### src/logic/ingress_ctrl_consts.vh
// register offsets, field positions and reset values for the ingress control bank
// assumes a 32-bit AXI4-Lite slave with one aligned word per register
`ifndef INGRESS_CTRL_CONSTS_VH
`define INGRESS_CTRL_CONSTS_VH
`define OFS_FRAME_CTRL 12'h000
`define OFS_AUTH_CTRL 12'h004
`define OFS_QUEUE_PTR 12'h008
`define OFS_PRIO_MAP 12'h00C
`define OFS_ACL_CTRL 12'h010
`define OFS_STATUS 12'h014
`define FC_CEIL_BIT 7
`define FC_DROP_UNTAG_BIT 4
`define FC_DROP_TAG_BIT 3
`define FC_DEF_PRIO_LSB 0
`define FC_RESET 8'h00
`define AUTH_ACL_BIT 2
`define AUTH_RESET 8'h00
`define PTR_PORT_LSB 16
`define PTR_QUEUE_LSB 0
`define PTR_MAX_PORT 3'h6
`define PRIO_MAP_RESET 32'h33221100
`define MODE_BLOCK 2'h1
`define MODE_PASS 2'h2
`define MODE_TRAP 2'h3
`define RESP_OKAY 2'h0
`define RESP_SLVERR 2'h2
`endif

### src/logic/port_ingress_classify_ctrl.v
// per-port ingress control registers and the frame decision path they steer
// assumes a switch core presents one ingress frame header per cycle on frm_valid;
// all inputs are synchronous to aclk
//
// The implementer's own choices: the register offsets and the AXI4-Lite interface to the registers.
`include "ingress_ctrl_consts.vh"
module port_ingress_classify_ctrl #(
	parameter HOST_PORT = 3'h6
) (
	input wire aclk,
	input wire aresetn,
	input wire [11:0] s_axi_awaddr,
	input wire s_axi_awvalid,
	output reg s_axi_awready,
	input wire [31:0] s_axi_wdata,
	input wire [3:0] s_axi_wstrb,
	input wire s_axi_wvalid,
	output reg s_axi_wready,
	output reg [1:0] s_axi_bresp,
	output reg s_axi_bvalid,
	input wire s_axi_bready,
	input wire [11:0] s_axi_araddr,
	input wire s_axi_arvalid,
	output reg s_axi_arready,
	output reg [31:0] s_axi_rdata,
	output reg [1:0] s_axi_rresp,
	output reg s_axi_rvalid,
	input wire s_axi_rready,
	input wire frm_valid,
	input wire frm_tagged,
	input wire [2:0] frm_user_prio,
	input wire frm_class_hit,
	input wire [2:0] frm_class_prio,
	input wire frm_acl_hit,
	input wire frm_acl_drop,
	input wire [2:0] default_tag_prio,
	input wire acl_enable_in,
	output reg dec_valid,
	output reg dec_drop,
	output reg dec_to_host,
	output reg [2:0] dec_prio,
	output reg [2:0] dec_user_prio,
	output reg [1:0] dec_queue,
	output reg [2:0] port_index,
	output reg [1:0] queue_ptr
);
	// software-visible register state; reserved bits are not stored at all
	reg [7:0] frame_ctrl;
	reg [1:0] auth_mode;
	reg acl_flag;
	reg [31:0] prio_map;
	// saturating count of dropped frames, read back through the status word
	reg [15:0] drop_count;

	// write channel holding registers; AW and W may arrive in either order
	reg [11:0] wr_addr;
	reg [31:0] wr_data;
	reg [3:0] wr_strb;
	reg have_aw;
	reg have_w;

	// combinational frame decision, registered into the dec_* outputs
	reg [2:0] next_prio;
	reg next_drop;
	reg next_host;
	reg [2:0] next_user_prio;

	// write strobe for the register file and the frame control merge result
	wire wr_go;
	wire [31:0] fc_merged;

	// queue lookup shared by the frame path; upper nibble bits are ignored
	function [1:0] map_queue;
		input [31:0] map;
		input [2:0] prio;
		begin
			map_queue = map[{prio, 2'b00} +: 2];
		end
	endfunction

	// byte-lane merge used by the frame control and priority map registers
	function [31:0] merge;
		input [31:0] old;
		input [31:0] val;
		input [3:0] strb;
		integer i;
		begin
			merge = old;
			for (i = 0; i < 4; i = i + 1) begin
				if (strb[i])
					merge[i*8 +: 8] = val[i*8 +: 8];
			end
		end
	endfunction

	// true for the six word offsets this bank answers; everything else earns SLVERR
	function addr_mapped;
		input [11:0] addr;
		begin
			case (addr & 12'hFFC)
				`OFS_FRAME_CTRL, `OFS_AUTH_CTRL, `OFS_QUEUE_PTR, `OFS_PRIO_MAP,
				`OFS_ACL_CTRL, `OFS_STATUS: addr_mapped = 1'b1;
				default: addr_mapped = 1'b0;
			endcase
		end
	endfunction

	// address and data are latched independently so either may come first
	assign wr_go = have_aw && have_w && !s_axi_bvalid;
	// byte lanes above the first are dropped here, frame control is one byte wide
	assign fc_merged = merge({24'h000000, frame_ctrl}, wr_data, wr_strb) & 32'h0000009F;

	always @(posedge aclk) begin
		if (!aresetn) begin
			s_axi_awready <= 1'b1;
			s_axi_wready <= 1'b1;
			have_aw <= 1'b0;
			have_w <= 1'b0;
			wr_addr <= 12'h000;
			wr_data <= 32'h00000000;
			wr_strb <= 4'h0;
			s_axi_bvalid <= 1'b0;
			s_axi_bresp <= `RESP_OKAY;
		end else begin
			if (s_axi_awvalid && s_axi_awready) begin
				wr_addr <= s_axi_awaddr;
				have_aw <= 1'b1;
				s_axi_awready <= 1'b0;
			end
			if (s_axi_wvalid && s_axi_wready) begin
				wr_data <= s_axi_wdata;
				wr_strb <= s_axi_wstrb;
				have_w <= 1'b1;
				s_axi_wready <= 1'b0;
			end
			// both halves are in hand: answer once, bvalid itself blocks a repeat
			// an unmapped word still completes, only the response code differs
			if (wr_go) begin
				s_axi_bvalid <= 1'b1;
				s_axi_bresp <= addr_mapped(wr_addr) ? `RESP_OKAY : `RESP_SLVERR;
			end
			// readies come back only with the response taken, so a second write
			// cannot overwrite the held address or data before it is applied
			if (s_axi_bvalid && s_axi_bready) begin
				s_axi_bvalid <= 1'b0;
				have_aw <= 1'b0;
				have_w <= 1'b0;
				s_axi_awready <= 1'b1;
				s_axi_wready <= 1'b1;
			end
		end
	end

	// register storage; reserved bits are never stored so they read zero
	always @(posedge aclk) begin
		if (!aresetn) begin
			frame_ctrl <= `FC_RESET;
			auth_mode <= 2'h0;
			acl_flag <= 1'b0;
			port_index <= 3'h0;
			queue_ptr <= 2'h0;
			prio_map <= `PRIO_MAP_RESET;
		end else if (wr_go) begin
			case (wr_addr & 12'hFFC)
				// bits six and five are reserved and are masked off in fc_merged
				`OFS_FRAME_CTRL: frame_ctrl <= fc_merged[7:0];
				`OFS_AUTH_CTRL: begin
					// mode 00 is reserved; a write of it leaves the old mode in place
					if (wr_strb[0] && wr_data[1:0] != 2'h0)
						auth_mode <= wr_data[1:0];
				end
				// an index past the last port is ignored rather than wrapped,
				// so the indirect tables never see a port that does not exist
				`OFS_QUEUE_PTR: begin
					if (wr_strb[2] && wr_data[18:16] <= `PTR_MAX_PORT)
						port_index <= wr_data[18:16];
					if (wr_strb[0])
						queue_ptr <= wr_data[1:0];
				end
				// the two reserved bits of each nibble are never stored
				`OFS_PRIO_MAP: prio_map <= merge(prio_map, wr_data, wr_strb) & 32'h33333333;
				// software half of the ACL enable; the core's own enable is ANDed in
				`OFS_ACL_CTRL: begin
					if (wr_strb[0])
						acl_flag <= wr_data[0];
				end
				default: ;
			endcase
		end
	end

	// read channel answers one cycle after the address is taken
	always @(posedge aclk) begin
		if (!aresetn) begin
			s_axi_arready <= 1'b1;
			s_axi_rvalid <= 1'b0;
			s_axi_rdata <= 32'h00000000;
			s_axi_rresp <= `RESP_OKAY;
		// hold the answer until the master takes it; no new address meanwhile
		end else if (s_axi_rvalid) begin
			if (s_axi_rready) begin
				s_axi_rvalid <= 1'b0;
				s_axi_arready <= 1'b1;
			end
		end else if (s_axi_arvalid && s_axi_arready) begin
			// data is captured with the address, so a later register change
			// does not alter a read already under way
			s_axi_arready <= 1'b0;
			s_axi_rvalid <= 1'b1;
			s_axi_rresp <= `RESP_OKAY;
			case (s_axi_araddr & 12'hFFC)
				`OFS_FRAME_CTRL: s_axi_rdata <= {24'h0, frame_ctrl};
				`OFS_AUTH_CTRL: s_axi_rdata <= {29'h0, acl_flag && acl_enable_in, auth_mode};
				`OFS_QUEUE_PTR: s_axi_rdata <= {13'h0, port_index, 14'h0, queue_ptr};
				`OFS_PRIO_MAP: s_axi_rdata <= prio_map;
				`OFS_ACL_CTRL: s_axi_rdata <= {31'h0, acl_flag};
				// status is read-only; writes to it complete with no effect
				`OFS_STATUS: s_axi_rdata <= {16'h0, drop_count};
				default: begin
					s_axi_rdata <= 32'h00000000;
					s_axi_rresp <= `RESP_SLVERR;
				end
			endcase
		end
	end

	// frame decision; ACL flag only takes effect when the core also enables ACL
	always @* begin
		// defaults first so every path assigns every decision value;
		// drop causes are ORed, any one of them is enough to discard
		// the frame, and a later branch never clears an earlier drop
		next_drop = 1'b0;
		next_host = 1'b0;
		next_user_prio = frm_user_prio;
		if (frame_ctrl[`FC_CEIL_BIT] && frm_user_prio > default_tag_prio)
			next_user_prio = default_tag_prio;
		if (frm_class_hit)
			next_prio = frm_class_prio;
		else
			next_prio = frame_ctrl[`FC_DEF_PRIO_LSB +: 3];
		if (frame_ctrl[`FC_DROP_UNTAG_BIT] && !frm_tagged)
			next_drop = 1'b1;
		if (frame_ctrl[`FC_DROP_TAG_BIT] && frm_tagged)
			next_drop = 1'b1;
		if (acl_flag && acl_enable_in) begin
			if (frm_acl_hit) begin
				if (frm_acl_drop)
					next_drop = 1'b1;
			end else begin
				case (auth_mode)
					`MODE_BLOCK: next_drop = 1'b1;
					`MODE_PASS: ;
					`MODE_TRAP: next_drop = 1'b1;
					default: ;
				endcase
			end
		end
		// trap sends every surviving frame to the host; a dropped frame stays
		// dropped, so host and drop are never raised together
		if (auth_mode == `MODE_TRAP && !next_drop)
			next_host = 1'b1;
	end

	// decision outputs registered; queue comes from the mapping of the final priority
	always @(posedge aclk) begin
		if (!aresetn) begin
			dec_valid <= 1'b0;
			dec_drop <= 1'b0;
			dec_to_host <= 1'b0;
			dec_prio <= 3'h0;
			dec_user_prio <= 3'h0;
			dec_queue <= 2'h0;
			drop_count <= 16'h0000;
		end else begin
			// dec_valid lasts one cycle; the other decision outputs hold
			// their last value until the next frame replaces them
			dec_valid <= frm_valid;
			if (frm_valid) begin
				dec_drop <= next_drop;
				dec_to_host <= next_host;
				dec_prio <= next_prio;
				dec_user_prio <= next_user_prio;
				dec_queue <= map_queue(prio_map, next_prio);
				// the count sticks at its top value instead of wrapping,
				// so a busy port never reads back a small number
				if (next_drop && drop_count != 16'hFFFF)
					drop_count <= drop_count + 16'h0001;
			end
		end
	end
endmodule // port_ingress_classify_ctrl

### config.mk
export PLATFORM = sky130hd
export DESIGN_NAME = port_ingress_classify_ctrl
export DESIGN_NICKNAME = d
export VERILOG_FILES = /design/src/logic/port_ingress_classify_ctrl.v
export VERILOG_INCLUDE_DIRS = /design/src /design/src/logic
export SDC_FILE = /design/constraint.sdc
export NUM_CORES = 1
export LEC_CHECK = 0
export BUFFER_PORTS_ARGS = -buffer_cell sky130_fd_sc_hd__buf_2
export CORE_MARGIN = 2
export CORE_UTILIZATION = 53
export CTS_BUF_LIST = sky130_fd_sc_hd__clkbuf_16
export DETAILED_ROUTE_END_ITERATION = 7
export GPL_TIMING_DRIVEN = 0
export PLACE_DENSITY = 0.8
export SKIP_LAST_GASP = 1
export SLEW_MARGIN = 15
export SYNTH_ARGS = -nofsm -noshare
export SYNTH_HDL_FRONTEND = slang
export SYNTH_SLANG_ARGS = --single-unit
### constraint.sdc
create_clock -name aclk -period 2.2 [get_ports aclk]
set_input_delay 0.11 -clock aclk [delete_from_list [all_inputs] [get_ports aclk]]
set_output_delay 0.11 -clock aclk [all_outputs]
set_load 0.005 [all_outputs]
==> results.json <==
{
  "finalMaxSlewViolations": 0,
  "via_per_inst": 5.57,
  "synthAdderAreaFrac": 0.00948,
  "grt_max_degree": 17,
  "final_cell_mix": "nand2_1 (129), dfxtp_1 (124), buf_2 (113)",
  "io_buffers": 112,
  "layout-drive-gt1-share": 0.215,
  "status": "complete, no violations",
  "io_pins": 139,
  "critPathLaunchType": "flip-flop",
  "clockRootBuffer": "clkbuf_16",
  "via_count": 5205,
  "critPathSlowestCell": "or4_1",
  "syn_inst": 613,
  "max-clock-path-buffers": 2,
  "worstMarginPinSlew_ns": 0.715,
  "grt_pass1_vias": 5247,
  "cts_buffers": 17,
  "endpoint_kind": "flip-flop",
  "post_drt_wl_per_cell_um": 16.6,
  "post-route-min-period_ns": 2.18,
  "initial_core_util": 0.543,
  "hold_viol_final": 0,
  "crit_required_ns": 2.47,
  "fin_skew_ns": 0.00470,
  "clkTransAtPathRegs_ns": 0.05,
  "async_reset_ff_frac": 0,
  "placed_cells_incl_taps": 866,
  "finalNonFillerCells": 934,
  "cts_max_level": 4,
  "multi_input_area_um2": 2550,
  "crit_path_max_incr_delay_ns": 0.60,
  "hold_class": "primary input to flip-flop",
  "finalPower_mw": 5.58,
  "synthSimpleGateAreaFrac": 0.221,
  "synth_seq_cells": 125,
  "antenna_found_initial": 0,
  "final_common_cell": "nand2_1",
  "drtIter0Drc": 365,
  "regArea_um2": 2500,
  "synthMuxAreaShare": 0.0900,
  "dieHeight_um": 104,
  "insertion_delay_ns": 0.41,
  "antenna_left": 0,
  "grt.overflow.total": 0,
  "worst-setup-path-type": "flip-flop to flip-flop",
  "synth-xor-area-share": 0.00166,
  "synth-compound-area-share": 0.154,
  "wl_um": 15500,
  "tritoncts": "done",
  "synth_edf_count": 0,
  "drc": 0,
  "ys_seq_area_frac": 0.474,
  "max-cap-violations": 0,
  "relSlewSlack": 0.523,
  "dieArea_um2": 10800,
  "rsz0062_at_grt": "true",
  "first_pass_iters": 6,
  "core_region_area_um2": 9730,
  "ys_warn_count": 0,
  "gp_congestion": 0.987,
  "grt_pass1_wl_um": 25300,
  "grt_util_all_layers": 0.296,
  "worstPathArrival_ns": 2.45,
  "nets": 876,
  "dieWidth_um": 104,
  "finalCritPeriodShare": 0.989,
  "vdd_ir_drop_max_mv": 0.611,
  "cts.sinks": 125,
  "powerDensity_nw_per_um2": 797,
  "ys_types": 57,
  "netlist_area_um2": 5280,
  "setup_viol": 0,
  "fill_cells": 747,
  "area_growth_pct": 32.6,
  "syn_area_per_cell_um2": 8.62,
  "cp_max_fo": 10,
  "antenna_cells": 0,
  "ys.flop_type": "dfxtp_1",
  "p_leak_nw": 2.89,
  "synth_top_family_by_area": "simple AND/OR/NAND/NOR gates",
  "rows": 36,
  "fmax_mhz": 460,
  "path_cells": "ha_1 > inv_1 > or4_1 > o211ai_2 > buf_4 > mux2i_1 > nor2_1",
  "dp_hpwl_um": 11000
}
timing repair:
item / in CTS / in global routing
resized for setup: 0 / 2
setup endpoints to repair: 0 / 18
hold buffers: 37 / 0
setup buffers: 0 / 1
hold endpoints to repair: 37 / 0
logic make-up (layout without fill, tap and decap cells):
kind of cell,Yosys count,in the layout
adder cells (fa/ha/maj),4,4
other,1,9
multiplexers,40,40
flip-flops,125,125
buffers and inverters,56,236
AO/OA/AOI/OAI,141,141
AND/OR/NAND/NOR,245,245
XOR/XNOR,1,1
power breakdown:
part           total (mW)  internal [mW]  switching [mW]
clock network        2.78           1.85           0.935
registers            2.37           2.33          0.0454
logic               0.429          0.188           0.241
per-stage QoR:
| stage | setup slack (ns) | area [um2] | TNS [ns] | utilization | hold WS (ns) |
|---|---|---|---|---|---|
| floorplan | 0.277 | 5310 | 0 | - | 0.210 |
| global placement | 0.118 | 6040 | 0 | 0.621 | 0.320 |
| detailed placement | 0.0600 | 6040 | 0 | 0.621 | 0.326 |
| CTS | 0.0213 | 6990 | 0 | 0.719 | 0.00599 |
| global route | -0.0449 | 7010 | -0.0490 | 0.720 | 0.0116 |
| finish | 0.0244 | 7010 | 0 | 0.720 | 0.0113 |
critical path: cells and delay by family, from the launching register on:
family	cells	cell delay [ns]
simple gates	2	0.67
flops	1	0.40
buf+inv	2	0.31
mux	1	0.24
compound gates	1	0.22
fa+ha+maj	1	0.20
state kept, by name, indices dropped and copies added, names as in the netlist, 2 cells and up:
| register | flops |
|---|---|
| dec_user_prio | 3 |
| s_axi_rdata | 25 |
| wr_addr | 10 |
| drop_count | 16 |
| dec_prio | 3 |
| wr_strb | 4 |
| queue_ptr | 2 |
| prio_map | 16 |
| dec_queue | 2 |
| frame_ctrl | 6 |
| wr_data | 20 |
| auth_mode | 2 |
| port_index | 3 |
routing by layer:
layer | share of wire | GRT usage | routed length (um) | vias to the layer above
met5 | 0 | 0 | 0 | -
met4 | 0.031 | 0.123 | 484 | 0
met3 | 0.070 | 0.0623 | 1090 | 39
met2 | 0.48 | 0.506 | 7530 | 275
met1 | 0.41 | 0.362 | 6430 | 2393
li1 | - | - | - | 2498
path summary, 6_finish.rpt:
check,cells past startpoint,startpoint,to,slack (ns)
worst max-delay path,7,drop_count[1],drop_count[1],0.02
worst min-delay path,3,s_axi_bready,s_axi_wready,0.01
worst max register to register,7,drop_count[1],drop_count[1],0.02
worst min register to register,2,wr_addr[10],wr_addr[10],0.45
layout make-up:
class | instances | area share
Multi-Input combinational cell | 440 | 0.365
Clock inverter | 13 | 0.0225
Clock buffer | 17 | 0.0607
Buffer | 43 | 0.0302
Sequential cell | 125 | 0.357
Timing Repair Buffer | 150 | 0.134
Tap cell | 133 | 0.0238
Inverter | 13 | 0.00697
synth_stat cells (2+ instances only):
| cell type | number | share of area |
|---|---|---|
| nor2_1 | 30 | 0.021 |
| o221a_2 | 3 | 0.0064 |
| or4_1 | 4 | 0.0057 |
| o21a_1 | 3 | 0.0043 |
| nor2b_1 | 7 | 0.0083 |
| nand2b_1 | 5 | 0.0059 |
| ha_1 | 4 | 0.0095 |
| o41ai_1 | 2 | 0.0033 |
| a211oi_1 | 3 | 0.0043 |
| mux2i_1 | 34 | 0.064 |
| a31oi_1 | 3 | 0.0036 |
| nand4_1 | 3 | 0.0036 |
| or3_1 | 7 | 0.0083 |
| o21ai_0 | 23 | 0.022 |
| nand2_1 | 129 | 0.092 |
| clkbuf_1 | 26 | 0.018 |
| and2_1 | 2 | 0.0024 |
| a21oi_1 | 84 | 0.080 |
| buf_4 | 10 | 0.014 |
| and4_1 | 3 | 0.0050 |
| dfxtp_1 | 125 | 0.47 |
| o21bai_1 | 2 | 0.0028 |
| inv_1 | 12 | 0.0085 |
| nor4_1 | 6 | 0.0071 |
| mux4_2 | 6 | 0.026 |
| nor4b_1 | 2 | 0.0033 |
| a22oi_1 | 7 | 0.010 |
| nand3_1 | 28 | 0.027 |
| nor3_1 | 8 | 0.0076 |
| a31o_2 | 2 | 0.0033 |
| buf_1 | 2 | 0.0014 |
| clkbuf_2 | 3 | 0.0028 |
Note: power is estimated with default switching activity, not from simulation.
